### src/hdl/ddr_capture_pkg.sv
// Shared constants and carriers for the double-data-rate input capture front end.
// Assumes a single 200 MHz system clock and a 32-bit classic Wishbone register bus.
package ddr_capture_pkg;

  localparam int unsigned BUS_W  = 16;
  localparam int unsigned BYTE_W = 8;
  localparam int unsigned FIFO_W = 32;
  localparam int unsigned FIFO_D = 16;
  localparam int unsigned DIV_W  = 2;

  ////////////////////////////////////////////////////////////////////////////////
  // Register byte addresses, decoded on all four bits 3:0.
  localparam logic [3:0] ADR_IF_CFG = 4'h0;
  localparam logic [3:0] ADR_REF_CFG = 4'h4;
  localparam logic [3:0] ADR_STATUS = 4'h8;
  localparam logic [3:0] ADR_DATA   = 4'hc;

  // Interface configuration fields.
  localparam int unsigned B_REV_BUS    = 0;
  localparam int unsigned B_BYTE_MODE  = 1;
  localparam int unsigned B_DUAL_SYNC  = 2;
  localparam int unsigned B_FRAME_RST  = 3;
  // Reference configuration field.
  localparam int unsigned B_EXTREF     = 0;
  // Status fields.
  localparam int unsigned B_ST_VALID   = 0;
  localparam int unsigned B_ST_OVF     = 1;
  localparam int unsigned B_ST_LANE    = 2;
  localparam int unsigned B_ST_PARITY  = 3;
  localparam int unsigned B_ST_FRAME   = 4;
  localparam int unsigned B_ST_REF_IN  = 5;
  localparam int unsigned B_ST_EXTREF  = 6;

  localparam logic [DIV_W-1:0] DIV_LAST = 2'h3;

  typedef struct packed {
    logic rev_bus;
    logic byte_mode;
    logic dual_sync;
    logic frame_resets_fifo;
  } if_cfg_t;

  localparam if_cfg_t IF_CFG_RESET = '{rev_bus: 1'b0, byte_mode: 1'b0,
                                       dual_sync: 1'b0, frame_resets_fifo: 1'b0};

  typedef struct packed {
    logic [BUS_W-1:0] fall;
    logic [BUS_W-1:0] rise;
  } cap_word_t;

endpackage : ddr_capture_pkg

### src/hdl/ddr_input_capture_frontend.sv
// Double-data-rate input capture front end with Wishbone registers and a sample FIFO.
// Assumes all pins are synchronous to clk_i and toggle no faster than half its rate.
//
// What this block does
// RL1: Every line of the 16-bit data bus in word mode, and lines 7 to 0 in byte mode, is captured on both the rising and falling data clock edge.
// RL2: The frame marker taken on the rising data clock edge either clears the FIFO or acts as sync.
// RL3: The frame marker taken on the falling data clock edge is kept as a block parity bit.
// RL4: The source changes the frame marker on the same edges as the data bus.
// RL5: The alignment strobe is taken on the rising edge of the core clock only.
// RL6: In dual sync mode the strobe realigns the divided core clock and empties the FIFO.
// RL7: With the external reference bit set the reference pin is an input, otherwise it is driven.
// RL8: Bit 15 is the top bit in word mode, bit 7 in byte mode, and bit 0 the bottom bit in both.
// RL9: With the reverse bit set the bus bit order is reversed before further use.
`timescale 1ns/1ps
`default_nettype none
module ddr_input_capture_frontend (
  input  wire logic        clk_i,
  input  wire logic        rst_i,
  input  wire logic        wb_cyc_i,
  input  wire logic        wb_stb_i,
  input  wire logic        wb_we_i,
  input  wire logic [3:0]  wb_adr_i,
  input  wire logic [3:0]  wb_sel_i,
  input  wire logic [31:0] wb_dat_i,
  output logic      [31:0] wb_dat_o,
  output logic             wb_ack_o,
  input  wire logic [15:0] sample_data_pos_i,
  input  wire logic [15:0] sample_data_neg_i,
  input  wire logic        fwd_sample_clock_pos_i,
  input  wire logic        fwd_sample_clock_neg_i,
  input  wire logic        frame_marker_pos_i,
  input  wire logic        frame_marker_neg_i,
  input  wire logic        output_align_strobe_pos_i,
  input  wire logic        output_align_strobe_neg_i,
  input  wire logic        core_conversion_clock_pos_i,
  input  wire logic        core_conversion_clock_neg_i,
  input  wire logic        reference_io_pin_i,
  output logic             reference_io_pin_o,
  output logic             reference_io_pin_oe_o,
  output logic             capture_ready_o,
  output logic             frame_sync_o,
  output logic             frame_parity_o,
  output logic             div_clock_tick_o
);

  ////////////////////////////////////////////////////////////////////////////////
  // State.

  typedef struct packed {
    logic                                   dclk_prev;
    logic                                   cclk_prev;
    logic                                   strobe_last;
    logic [ddr_capture_pkg::BUS_W-1:0]      rise_data;
    logic                                   frame_rise;
    logic                                   parity_bit;
    ddr_capture_pkg::if_cfg_t               cfg;
    logic                                   extref;
    logic                                   overflow;
    logic                                   lane_err;
    logic [ddr_capture_pkg::DIV_W-1:0]      div_cnt;
    logic                                   div_tick;
    logic                                   sync_pulse;
    logic                                   fifo_clear;
    logic                                   push;
    ddr_capture_pkg::cap_word_t             push_word;
    logic                                   stage;
    logic                                   ack;
    logic                                   pop_ok;
    logic [31:0]                            dat;
  } fe_st_t;

  fe_st_t st;
  fe_st_t next_st;

  logic                                dclk;
  logic                                cclk;
  logic                                frame_lvl;
  logic                                strobe_lvl;
  logic                                dclk_rise;
  logic                                dclk_fall;
  logic                                cclk_rise;
  logic                                lanes_ok;
  logic [ddr_capture_pkg::BUS_W-1:0]   rev16;
  logic [ddr_capture_pkg::BYTE_W-1:0]  rev8;
  logic [ddr_capture_pkg::BUS_W-1:0]   lane;
  logic                                fifo_ready;
  logic                                fifo_valid;
  ddr_capture_pkg::cap_word_t          fifo_data;
  logic                                req;
  logic                                wr_now;
  logic                                rd_pop;
  logic [31:0]                         status;

  ////////////////////////////////////////////////////////////////////////////////
  // Receivers and bus ordering.

  // A control pair reads high only while its positive half is high and its negative half low; data lanes use the positive half.
  assign dclk       = fwd_sample_clock_pos_i & ~fwd_sample_clock_neg_i;
  assign cclk       = core_conversion_clock_pos_i & ~core_conversion_clock_neg_i;
  assign frame_lvl  = frame_marker_pos_i & ~frame_marker_neg_i;
  assign strobe_lvl = output_align_strobe_pos_i & ~output_align_strobe_neg_i;
  assign lanes_ok   = &(sample_data_pos_i ^ sample_data_neg_i);
  assign dclk_rise  = dclk & ~st.dclk_prev;
  assign dclk_fall  = ~dclk & st.dclk_prev;
  assign cclk_rise  = cclk & ~st.cclk_prev;

  for (genvar i = 0; i < ddr_capture_pkg::BUS_W; i++) begin : g_rev16
    assign rev16[i] = sample_data_pos_i[ddr_capture_pkg::BUS_W-1-i]; // RL9
  end
  for (genvar i = 0; i < ddr_capture_pkg::BYTE_W; i++) begin : g_rev8
    assign rev8[i] = sample_data_pos_i[ddr_capture_pkg::BYTE_W-1-i]; // RL9
  end

  // Byte mode uses only the low lanes, so bit 7 becomes the top bit.
  always_comb begin
    if (st.cfg.byte_mode) begin
      lane = {8'h00, st.cfg.rev_bus ? rev8 : sample_data_pos_i[7:0]}; // RL8
    end else begin
      lane = st.cfg.rev_bus ? rev16 : sample_data_pos_i; // RL8
    end
  end

  ////////////////////////////////////////////////////////////////////////////////
  // Register access.

  assign req    = wb_cyc_i & wb_stb_i;
  assign wr_now = req & wb_we_i & st.ack & wb_sel_i[0];
  assign rd_pop = req & ~wb_we_i & st.ack & st.pop_ok;

  always_comb begin
    status = 32'h0000_0000;
    status[ddr_capture_pkg::B_ST_VALID]  = fifo_valid;
    status[ddr_capture_pkg::B_ST_OVF]    = st.overflow;
    status[ddr_capture_pkg::B_ST_LANE]   = st.lane_err;
    status[ddr_capture_pkg::B_ST_PARITY] = st.parity_bit;
    status[ddr_capture_pkg::B_ST_FRAME]  = st.frame_rise;
    status[ddr_capture_pkg::B_ST_REF_IN] = reference_io_pin_i;
    status[ddr_capture_pkg::B_ST_EXTREF] = st.extref;
  end

  ////////////////////////////////////////////////////////////////////////////////
  // Next state.

  always_comb begin
    next_st = st;
    next_st.dclk_prev  = dclk;
    next_st.cclk_prev  = cclk;
    next_st.sync_pulse = 1'b0;
    next_st.fifo_clear = 1'b0;
    next_st.push       = 1'b0;
    next_st.div_tick   = 1'b0;

    if (dclk_rise) begin
      next_st.rise_data  = lane; // RL1
      next_st.frame_rise = frame_lvl; // RL2
      if (frame_lvl) begin
        if (st.cfg.frame_resets_fifo) begin
          next_st.fifo_clear = 1'b1; // RL2
        end else begin
          next_st.sync_pulse = 1'b1; // RL2
        end
      end
    end
    if (dclk_fall) begin
      next_st.parity_bit = frame_lvl; // RL3
      next_st.push = 1'b1;
      if (st.cfg.byte_mode) begin
        next_st.push_word = {16'h0000, st.rise_data[7:0], lane[7:0]}; // RL1
      end else begin
        next_st.push_word = {lane, st.rise_data}; // RL1
      end
    end

    // Only the core clock edge looks at the strobe; the data clock never does.
    if (cclk_rise) begin
      next_st.strobe_last = strobe_lvl; // RL5
      if (st.cfg.dual_sync && strobe_lvl && !st.strobe_last) begin
        next_st.div_cnt = '0; // RL6
        next_st.fifo_clear = 1'b1; // RL6
      end else begin
        next_st.div_cnt = st.div_cnt + 1'b1;
        next_st.div_tick = (st.div_cnt == ddr_capture_pkg::DIV_LAST);
      end
    end

    // Sticky errors: a new event wins over a clear in the same cycle.
    if (wr_now && wb_adr_i == ddr_capture_pkg::ADR_STATUS) begin
      if (wb_dat_i[ddr_capture_pkg::B_ST_OVF]) begin
        next_st.overflow = 1'b0;
      end
      if (wb_dat_i[ddr_capture_pkg::B_ST_LANE]) begin
        next_st.lane_err = 1'b0;
      end
    end
    if (st.push && !fifo_ready) begin
      next_st.overflow = 1'b1;
    end
    if ((dclk_rise || dclk_fall) && !lanes_ok) begin
      next_st.lane_err = 1'b1;
    end

    if (wr_now && wb_adr_i == ddr_capture_pkg::ADR_IF_CFG) begin
      next_st.cfg.rev_bus           = wb_dat_i[ddr_capture_pkg::B_REV_BUS];
      next_st.cfg.byte_mode         = wb_dat_i[ddr_capture_pkg::B_BYTE_MODE];
      next_st.cfg.dual_sync         = wb_dat_i[ddr_capture_pkg::B_DUAL_SYNC];
      next_st.cfg.frame_resets_fifo = wb_dat_i[ddr_capture_pkg::B_FRAME_RST];
    end
    if (wr_now && wb_adr_i == ddr_capture_pkg::ADR_REF_CFG) begin
      next_st.extref = wb_dat_i[ddr_capture_pkg::B_EXTREF]; // RL7
    end

    // The answer comes two edges after the request so the FIFO head is current.
    next_st.stage = req & ~st.stage & ~st.ack;
    next_st.ack   = req & st.stage;
    if (st.stage) begin
      next_st.pop_ok = 1'b0;
      case (wb_adr_i)
        ddr_capture_pkg::ADR_IF_CFG: begin
          next_st.dat = {28'h0000000, st.cfg.frame_resets_fifo, st.cfg.dual_sync,
                         st.cfg.byte_mode, st.cfg.rev_bus};
        end
        ddr_capture_pkg::ADR_REF_CFG: begin
          next_st.dat = {31'h00000000, st.extref};
        end
        ddr_capture_pkg::ADR_STATUS: begin
          next_st.dat = status;
        end
        ddr_capture_pkg::ADR_DATA: begin
          next_st.dat    = fifo_valid ? fifo_data : 32'h0000_0000;
          next_st.pop_ok = fifo_valid & ~wb_we_i;
        end
        default: begin
          next_st.dat = 32'h0000_0000;
        end
      endcase
    end
  end

  always_ff @(posedge clk_i) begin
    if (rst_i) begin
      st <= '0;
      st.cfg <= ddr_capture_pkg::IF_CFG_RESET;
    end else begin
      st <= next_st;
    end
  end

  ////////////////////////////////////////////////////////////////////////////////
  // FIFO and outputs.

  // The pins cannot be stalled, so lost words only show up as overflow.
  cap_fifo #(
    .WIDTH (ddr_capture_pkg::FIFO_W),
    .DEPTH (ddr_capture_pkg::FIFO_D)
  ) u_fifo (
    .clk_i     (clk_i),
    .rst_i     (rst_i),
    .clear_i   (st.fifo_clear),
    .s_valid_i (st.push),
    .s_ready_o (fifo_ready),
    .s_data_i  (st.push_word),
    .m_valid_o (fifo_valid),
    .m_ready_i (rd_pop),
    .m_data_o  (fifo_data)
  );

  assign wb_ack_o              = st.ack;
  assign wb_dat_o              = st.dat;
  assign capture_ready_o       = fifo_ready;
  assign frame_sync_o          = st.sync_pulse;
  assign frame_parity_o        = st.parity_bit;
  assign div_clock_tick_o      = st.div_tick;
  assign reference_io_pin_o    = 1'b1;
  assign reference_io_pin_oe_o = ~st.extref; // RL7

  ////////////////////////////////////////////////////////////////////////////////
  // Checks.

  a_rise_capture: assert property (@(posedge clk_i) disable iff (rst_i) // RL1
    dclk_rise |=> st.rise_data == $past(lane))
    else $error("rising edge data not captured");

  a_fall_push: assert property (@(posedge clk_i) disable iff (rst_i) // RL1
    (dclk_fall && !st.cfg.byte_mode) |=> st.push && st.push_word.fall == $past(lane)
      && st.push_word.rise == $past(st.rise_data))
    else $error("falling edge word not pushed");

  a_frame_clear: assert property (@(posedge clk_i) disable iff (rst_i) // RL2
    (dclk_rise && frame_lvl) |=> (st.fifo_clear || frame_sync_o)
      && (frame_sync_o != $past(st.cfg.frame_resets_fifo)))
    else $error("frame marker action wrong");

  a_parity_take: assert property (@(posedge clk_i) disable iff (rst_i) // RL3
    dclk_fall |=> frame_parity_o == $past(frame_lvl))
    else $error("parity bit not taken on falling edge");

  a_strobe_core: assert property (@(posedge clk_i) disable iff (rst_i) // RL5
    !cclk_rise |=> $stable(st.strobe_last))
    else $error("strobe sampled off the core clock edge");

  a_align_div: assert property (@(posedge clk_i) disable iff (rst_i) // RL6
    (cclk_rise && st.cfg.dual_sync && strobe_lvl && !st.strobe_last)
      |=> st.div_cnt == '0 && st.fifo_clear ##1 !fifo_valid)
    else $error("strobe did not realign divider and FIFO");

  a_ref_drive: assert property (@(posedge clk_i) disable iff (rst_i) // RL7
    (wr_now && wb_adr_i == ddr_capture_pkg::ADR_REF_CFG)
      |=> reference_io_pin_oe_o == !$past(wb_dat_i[ddr_capture_pkg::B_EXTREF]))
    else $error("reference pin direction wrong");

  a_byte_msb: assert property (@(posedge clk_i) disable iff (rst_i) // RL8
    (dclk_fall && st.cfg.byte_mode && !st.cfg.rev_bus)
      |=> st.push_word[31:16] == 16'h0000 && st.push_word[7] == $past(sample_data_pos_i[7]))
    else $error("byte mode top bit wrong");

  a_rev_order: assert property (@(posedge clk_i) disable iff (rst_i) // RL9
    (dclk_rise && st.cfg.rev_bus && !st.cfg.byte_mode)
      |=> st.rise_data[0] == $past(sample_data_pos_i[15]))
    else $error("bus order not reversed");

  a_lane_sticky: assert property (@(posedge clk_i) disable iff (rst_i) // RL1
    ((dclk_rise || dclk_fall) && !lanes_ok) |=> st.lane_err)
    else $error("lane error not flagged");

  a_overflow_set: assert property (@(posedge clk_i) disable iff (rst_i) // RL1
    (st.push && !fifo_ready) |=> st.overflow)
    else $error("lost word not flagged as overflow");

  a_sync_only: assert property (@(posedge clk_i) disable iff (rst_i) // RL2
    frame_sync_o |-> $past(dclk_rise && frame_lvl && !st.cfg.frame_resets_fifo))
    else $error("frame sync pulse without frame marker");

  a_parity_hold: assert property (@(posedge clk_i) disable iff (rst_i) // RL3
    !dclk_fall |=> $stable(frame_parity_o))
    else $error("parity bit changed off the falling edge");

  a_tick_wrap: assert property (@(posedge clk_i) disable iff (rst_i) // RL6
    (cclk_rise && st.div_cnt == ddr_capture_pkg::DIV_LAST
      && !(st.cfg.dual_sync && strobe_lvl && !st.strobe_last)) |=> div_clock_tick_o)
    else $error("divider wrap gave no tick");

  a_ack_two: assert property (@(posedge clk_i) disable iff (rst_i)
    (req && !st.stage && !st.ack)
      |-> ##2 wb_ack_o)
    else $error("register bus answer not two cycles later");

endmodule : ddr_input_capture_frontend
`default_nettype wire

### src/hdl/cap_mem.sv
// Small word memory for the capture FIFO with a registered read port.
// Assumes one clock; read data reflect the address of the previous cycle.
`timescale 1ns/1ps
`default_nettype none
module cap_mem #(
  parameter int unsigned WIDTH = 32,
  parameter int unsigned DEPTH = 16,
  parameter int unsigned AW    = $clog2(DEPTH)
) (
  input  wire logic             clk_i,
  input  wire logic             we_i,
  input  wire logic [AW-1:0]    waddr_i,
  input  wire logic [WIDTH-1:0] wdata_i,
  input  wire logic [AW-1:0]    raddr_i,
  output logic      [WIDTH-1:0] rdata_o
);

  logic [WIDTH-1:0] mem [DEPTH];

  always_ff @(posedge clk_i) begin
    if (we_i) begin
      mem[waddr_i] <= wdata_i;
    end
    rdata_o <= mem[raddr_i];
  end

endmodule : cap_mem
`default_nettype wire

### src/hdl/cap_fifo.sv
// Synchronous FIFO with valid and ready on both sides and a clear input.
// Assumes one clock; the drain side sees valid only once registered data are current.
`timescale 1ns/1ps
`default_nettype none
module cap_fifo #(
  parameter int unsigned WIDTH = 32,
  parameter int unsigned DEPTH = 16
) (
  input  wire logic             clk_i,
  input  wire logic             rst_i,
  input  wire logic             clear_i,
  input  wire logic             s_valid_i,
  output logic                  s_ready_o,
  input  wire logic [WIDTH-1:0] s_data_i,
  output logic                  m_valid_o,
  input  wire logic             m_ready_i,
  output logic      [WIDTH-1:0] m_data_o
);

  localparam int unsigned AW = $clog2(DEPTH);

  typedef struct packed {
    logic [AW-1:0] wr;
    logic [AW-1:0] rd;
    logic [AW:0]   cnt;
    logic          fresh;
  } fifo_st_t;

  fifo_st_t st;
  fifo_st_t next_st;
  logic     push;
  logic     pop;

  assign s_ready_o = (st.cnt != DEPTH[AW:0]);
  assign m_valid_o = (st.cnt != '0) && st.fresh;
  assign push      = s_valid_i && s_ready_o;
  assign pop       = m_valid_o && m_ready_i;

  always_comb begin
    next_st = st;
    next_st.fresh = 1'b1;
    if (clear_i) begin
      next_st.wr = '0;
      next_st.rd = '0;
      next_st.cnt = '0;
    end else begin
      // A write into the slot being read leaves the read register stale for a cycle.
      if (push) begin
        next_st.wr = st.wr + 1'b1;
        if (st.wr == st.rd) begin
          next_st.fresh = 1'b0;
        end
      end
      if (pop) begin
        next_st.rd = st.rd + 1'b1;
        next_st.fresh = 1'b0;
      end
      next_st.cnt = st.cnt + {{AW{1'b0}}, push} - {{AW{1'b0}}, pop};
    end
  end

  always_ff @(posedge clk_i) begin
    if (rst_i) begin
      st <= '0;
    end else begin
      st <= next_st;
    end
  end

  cap_mem #(.WIDTH(WIDTH), .DEPTH(DEPTH)) u_mem (
    .clk_i   (clk_i),
    .we_i    (push && !clear_i),
    .waddr_i (st.wr),
    .wdata_i (s_data_i),
    .raddr_i (next_st.rd),
    .rdata_o (m_data_o)
  );

endmodule : cap_fifo
`default_nettype wire

### config.mk
export PLATFORM = sky130hd
export DESIGN_NAME = ddr_input_capture_frontend
export DESIGN_NICKNAME = d
export VERILOG_FILES = /design/src/hdl/ddr_capture_pkg.sv /design/src/hdl/ddr_input_capture_frontend.sv /design/src/hdl/cap_mem.sv /design/src/hdl/cap_fifo.sv
export SDC_FILE = /design/constraint.sdc
export NUM_CORES = 1
export LEC_CHECK = 0
export BUFFER_PORTS_ARGS = -buffer_cell sky130_fd_sc_hd__buf_2
export CORE_MARGIN = 2
export CORE_UTILIZATION = 55
export CTS_CLUSTER_SIZE = 28
export DETAILED_ROUTE_END_ITERATION = 16
export PLACE_DENSITY = 0.75
export SETUP_SLACK_MARGIN = 0.05
export SYNTH_ARGS = -nofsm -noshare
export SYNTH_HDL_FRONTEND = slang
export SYNTH_SLANG_ARGS = --single-unit
### constraint.sdc
create_clock -name clk_i -period 3.52 [get_ports clk_i]
set_input_delay 0.352 -clock clk_i [delete_from_list [all_inputs] [get_ports clk_i]]
set_output_delay 0.352 -clock clk_i [all_outputs]
set_load 0.01 [all_outputs]
**After elaboration in Yosys (flattened, before gate mapping)**

Memory sizes are Yosys's and may differ from the RTL's. A register that Yosys moved wholly into a read port is not among the register bits.
Cells that the tools add are included.

- $add $sub $neg: 5
- Equality and inequality tests: 6
- Muxes and demuxes: 28
- Bitwise gates (word level): 33
- Reduce and logical (&&, ||, !) cells: 28

Operators by type and width:

| operator | count |
|---|---|
| 32-bit case mux with 4 select lines | 1 |
| 32-bit two-way mux | 2 |
| 33-bit two-way mux | 1 |
| 16-bit two-way mux | 2 |
| 1-bit AND | 18 |
| 1-bit two-way mux | 17 |
| 16-bit AND reduction | 1 |
| 16-bit XOR | 1 |
| 1-bit inverter | 14 |
| 1-bit logical AND | 11 |
| 9-bit two-way mux | 1 |
| 4-bit by 1-bit adder with 4-bit output (second input constant) | 2 |
| 4-bit equality test (second input constant) | 2 |
| 8-bit two-way mux | 1 |
| 2-bit nonzero test | 4 |
| 3-bit OR reduction | 2 |
| 5-bit by 1-bit adder with 5-bit output | 1 |
| 5-bit inequality test (second input constant) | 1 |
| 5-bit nonzero test | 1 |
| 5-bit by 1-bit subtractor with 5-bit output | 1 |
| 4-bit by 3-bit equality test with 1-bit output (second input constant) | 1 |
| 4-bit equality test | 1 |
| 1-bit logical NOT | 4 |
| 4-bit logical NOT | 1 |
| 7 further kinds | 9 |

- Register bits: 115
- Bits in writable memories: 512
- Input port bits: 86
- Output and inout bits: 39
- Word-level logic and storage cells: 129
- Memories: 1

Memory list:

| name | words | width | read ports | clocked after memory_dff | write ports | RTL line | source |
|---|---|---|---|---|---|---|---|
| u_fifo.u_mem.mem | 16 | 32 | 1 | 1 | 1 | cap_mem.sv:18 | `logic [WIDTH-1:0] mem [DEPTH];` |

**Logic depth before layout (Yosys ltp)**

- Depth in word-level cells: 8
- Depth in mapped cells: 15
- Gate-level depth less buffers: 15

**Cells and area by module**

Synthesis repeated with hierarchy kept, for this count alone.

- Cells, all modules: 1,401
- Area, all modules: 25,205.4 um2

Modules (own cells, without submodules):

| module | instances | cells an instance | area an instance (um2) | seq. area each (um2) |
|---|---|---|---|---|
| cap_mem | 1 | 838 | 19,854.0 | 16,015.4 |
| ddr_input_capture_frontend | 1 | 472 | 4,535.6 | 2,021.9 |
| cap_fifo | 1 | 91 | 815.8 | 280.3 |

**Worst setup path after synthesis**

OpenSTA, ideal clock, no wires.

- Path kind: register to register
- Start point: reg u_fifo.st[3] in the netlist's numbering
- End point: mem u_fifo.u_mem.mem[2][0], enable pin
- Arrival time: 3.346 ns
- Path slack: -0.287 ns
- Stages on the path, launching flop included: 8
- Path buffers: 0
- Period minus slack after synthesis: 3.807 ns
- Cells stage by stage: dfxtp_1 -> inv_1 -> ha_1 -> nand3_1 -> nand2_1 -> nor2_1 -> nand2_1 -> nor3_1

- Word-level cells in the longest chain between the ends: 5

RTL lines:

| element | RTL line | source |
|---|---|---|
| start: declaration | cap_fifo.sv:29 | `fifo_st_t st;` |
| start signal: assignment | cap_fifo.sv:66 | `st <= next_st;` |
| 5-bit inequality test | cap_fifo.sv:34 | `assign s_ready_o = (st.cnt != DEPTH[AW:0]);` |
| via capture_ready_o | ddr_input_capture_frontend.sv:40 | `output logic capture_ready_o,` |
| 1-bit logical AND | cap_fifo.sv:36 | `assign push = s_valid_i && s_ready_o;` |
| 1-bit logical AND | cap_fifo.sv:72 | `.we_i (push && !clear_i),` |
| 1-bit two-way mux | cap_mem.sv:21 | `if (we_i) begin` |
| 1-bit two-way mux (not written as such) | cap_mem.sv:22 | `mem[waddr_i] <= wdata_i;` |
| end: declaration | cap_mem.sv:18 |  |

The timed path passes the listed nets, and every way through them passes these cells.

**Worst setup path after layout**

- Start point: reg u_fifo.st[4] in the netlist's numbering
- End point: reg u_fifo.u_mem.rdata_o[15] (read register of u_fifo.u_mem.mem)

- Word-level cells in the longest chain between the ends: 5

RTL lines:

| element | RTL line | source |
|---|---|---|
| 5-bit nonzero test | cap_fifo.sv:35 | `assign m_valid_o = (st.cnt != '0) && st.fresh;` |
| 1-bit logical AND | cap_fifo.sv:35 |  |
| 1-bit logical AND | cap_fifo.sv:37 | `assign pop = m_valid_o && m_ready_i;` |
| 4-bit two-way mux | cap_fifo.sv:54 | `if (pop) begin` |
| 9-bit two-way mux | cap_fifo.sv:42 | `if (clear_i) begin` |
| end: declaration | cap_mem.sv:15 | `output logic [WIDTH-1:0] rdata_o` |

No other way between the ends.
A chain may end at the register's enable or synchronous reset.

==> impl.org <==
** Outcome
- Result of the run :: completed

** Synth
- A synthesized cell averages 13.56 um2.
- Async set-or-reset flop fraction in the synthesized netlist :: 0
- Count of flip-flops with a built-in enable after synthesis :: 512
- Synthesis produced a netlist whose cell count is 1,905.
- Counting flops and latches in the post-synthesis netlist gives 659.
- Post-synth cell types :: 55
- The Yosys step of the flow raised 0 warnings.
- Of the synthesized area, sequential elements account for 0.7089.
- Flip-flop cell with the highest count after synthesis :: edfxtp_1
- Synthesized Nets :: 2,006
- Summed instance area of the synthesized netlist :: 25,840 um2

** Worst setup path
- Measured in cells, the most critical reg-to-reg path has a length of 12.
- In this run the worst path has a maximum fanout of 14.
- Nature of the critical path startpoint :: flop
- The worst setup path is of the flop to flop kind.
- In this design, the largest share of critical-path delay is due to simple AND/OR/NAND/NOR gates.
- Capture instance of the worst register-to-register path :: u_fifo.u_mem.rdata_o[15]
- Largest stage delay on the critical path :: 0.52 ns
- At the worst endpoint, the arrival time is 3.50 ns.
- Worst-path cell with the longest stage delay :: or4b_4
- The worst setup path is captured at a flop.
- Worst Path Buf+Inv :: 3
- Traced cell by cell, the critical path runs through inv_1 -> ha_1 -> or4b_4 -> nand4_4 -> nor2_1 -> mux2_4 -> buf_12 -> buf_4 -> a211oi_2 -> o21ai_0 -> nand3_1 -> o31ai_1.
- Crit Reg-Reg Startpoint :: u_fifo.st[4]
- The worst register-to-register path has a setup slack of 0.48 ns.
- Crit path required time :: 3.98 ns

** Power and ir drop
- Total power divided by cell area :: 530.6 nW/um2
- In this run the static leakage power is 0.01010 uW.
- IR analysis of the VDD net gives a maximum drop of 0.0003547 V.
- The design draws 15,530 uW.

** Clock network
- Post-CTS sizing :: 0
- H-tree lvl count :: 3
- Root Buffer :: clkbuf_16
- CTS saw 659 sinks.
- Post-CTS clock slew at the launch and capture registers of the worst setup and hold paths :: 0.06 ns
- Number of clock buffers inserted by TritonCTS :: 66
- Maximum number of buffers from clock root to sink :: 3
- TritonCTS clock tree :: yes
- The later pin in the worst-skew pair is clocked with a latency of 0.60 ns.

** STA
- Setup repair after global routing left no endpoint under its margin.
- The worst path needs 3.043 ns of the cycle, external delays included.
- Minimum setup slack in the final design :: 0.4775 ns
- Slew at the pin closest to its max-slew limit :: 0.9671 ns
- Of the available clock period, the critical path in the final layout requires 0.8644.
- For the final routed database, the setup TNS stands at 0 ns.
- The hold violation total from the final report was 0.
- Static timing analysis puts the maximum clock frequency at 0.3287 GHz.
- Headroom to the max-slew limit came out at 0.3544.
- Final count of pins violating max slew :: 0
- Setup skew after layout :: 0.02234 ns
- Setup violations remaining at the end of the flow were counted as 0.

** Placed design
- DP Worst Slack :: 0.4811 ns
- Instance area after placement :: 27,120 um2
- Routability-driven placement finished with a final weighted congestion of 0.8526.
- Once detailed placement completed, the half-perimeter wirelength came to 35.00 mm.
- IO Port Bufs :: 92

** Routing
- The pre-antenna-repair detailed-routing pass consisted of 6 iterations.
- In this run, the number of DRC markers left after iteration 0 of detailed routing was 1,757.
- The routed design has 62.32 mm of wire.
- After detailed routing, the number of remaining DRC violations is 0.
- Antenna viol nets, final :: 0
- Vias per cell :: 6.192
- In the final routed layout, each cell accounts on average for 23.59 um.
- The detailed router placed 16.36k vias in this run.

** Global routing
- Maximum number of pins on one net before global-route repair :: 70
- Global-route usage over all layers :: 0.2586
- Global routing finished with a remaining overflow of 0.
- The number of antenna violations at the first check in global routing was 0.
- The first global-routing pass estimated 93.36 mm of wire.
- Vias in the first global route :: 15.86k

** Worst hold path
- Hold Path Sink :: st[75]
- Count of cells along the worst hold path :: 3
- Min-Delay Path Class :: input port to flop
- The startpoint identified for the worst hold timing path is wb_dat_i[0].

** Layout
- Once layout is complete, the utilization of the core stands at 0.6300.
- Leaving out fill and tap cells, the most frequent cell in the layout is edfxtp_1.
- The repair_antennas step left the layout with diodes totalling 0.
- Post-route cell area :: 29,270 um2
- Fill cells :: 3,337
- Ratio of cells with drive above 1 in the final layout :: 0.1568
- In the layout the commonest cells are 512 x edfxtp_1, 146 x dfxtp_1, 125 x nand2_1, 113 x inv_1, 105 x o21ai_0.
- Count of nets after finishing :: 2,083
- Layout overhead on the synthesized area :: 13.26%

** Die
- The floorplan step set the die width to 220.8 um.
- The initialized floorplan defines 79 standard-cell rows.
- During I/O placement, the number of pins put on the boundary was 125.
- Floorplan die height :: 220.8 um
- Die ar. :: 48,730 um2
- Initial Util :: 0.5562
- Core footprint :: 46,460 um2

** Job
- MaxCap Viol Count :: 0
## sequential cells by signal, summed over array words and instances, names as in the netlist
| signal | cells |
|---|---|
| u_fifo.u_mem.rdata_o | 32 |
| frame_parity_o | 1 |
| wb_ack_o | 1 |
| wb_dat_o | 32 |
| u_fifo.u_mem.mem | 512 |
| frame_sync_o | 1 |
| u_fifo.st | 14 |
| div_clock_tick_o | 1 |
| st | 65 |
## worst register-to-register path, stage by stage, from the launching register on
cell,delay [ns]
dfxtp_1,0.32
inv_1,0.08
ha_1,0.20
or4b_4,0.52
nand4_4,0.19
nor2_1,0.14
mux2_4,0.45
buf_12,0.21
buf_4,0.19
a211oi_2,0.24
o21ai_0,0.14
nand3_1,0.14
o31ai_1,0.10
## cell families (layout without fill, tap and decap cells)
group,after synthesis,after routing,synth area share
AOI/OAI and AO/OA,508,508,0.1352
xor gates and xnor gates,28,28,0.009490
DFF,659,659,0.7089
muxes,66,66,0.02644
and+or+nand+nor,369,369,0.06411
other,1,1,0.0001451
buffers and inverters,259,389,0.04813
adders and majority gates,15,15,0.007554
## what timing repair did
| action | 4_1_cts | 5_1_grt |
|---|---|---|
| hold endpoints to repair | 2 | 0 |
| buffers inserted | 0 | 0 |
| hold buffers | 2 | 0 |
## report_power, final
part	internal (uW)	switching, uW
clock network	3950	2880
registers	8380	77.8
logic	89.9	149
## metal layers
metal  wire, um  up-vias  part of all wire  track usage
met1      25320     8126              0.41       0.3505
met4       1688        0             0.027      0.09067
li1           -     7272                 -            -
met5          0        -                 0            0
met3       5280      128             0.085      0.04289
met2      30030      834              0.48       0.4261
## metrics by stage
step           cells  hold WS, ns
2_1_floorplan   1905       0.4128
3_3_place_gp    2519       0.4240
3_5_place_dp    2519       0.4253
4_1_cts         2642     0.006979
5_1_grt         2642      0.03212
6_report        2642      0.01595
## cell type report
class	count	area (um2)	share of cell area
timing repair buffer	154	1144	0.03907
tap	607	759.5	0.02595
clock buffer	91	1858	0.06349
inverter	114	430.4	0.01471
sequential	659	18320	0.6259
clock inverter	30	271.5	0.009277
multi-input combinational	987	6485	0.2216
## Yosys cell counts (all sizes together), types with 57 or more instances
master,number,area share
edfxtp,512,0.60
dfxtp,147,0.11
o21ai,136,0.026
nand2,125,0.018
nor2,115,0.017
inv,114,0.017
a21oi,93,0.018
buf,90,0.023
a211oi,81,0.030
nand3,69,0.013
mux2i,64,0.025
a22o,57,0.019
## worst max path at each step
stage                             from                       end  slack (ns)  depth (start not counted)
after floorplan           u_fifo.st[3]   u_fifo.u_mem.mem[14][0]        0.57                          7
after global placement         wb_we_i  u_fifo.u_mem.rdata_o[16]        0.56                         11
after detailed placement  u_fifo.st[3]  u_fifo.u_mem.rdata_o[15]        0.48                         12
after CTS                 u_fifo.st[3]  u_fifo.u_mem.rdata_o[15]        0.47                         12
after global routing      u_fifo.st[3]  u_fifo.u_mem.rdata_o[15]        0.29                         12
final                     u_fifo.st[4]  u_fifo.u_mem.rdata_o[15]        0.48                         12
Note: power is estimated with default switching activity, not from simulation.
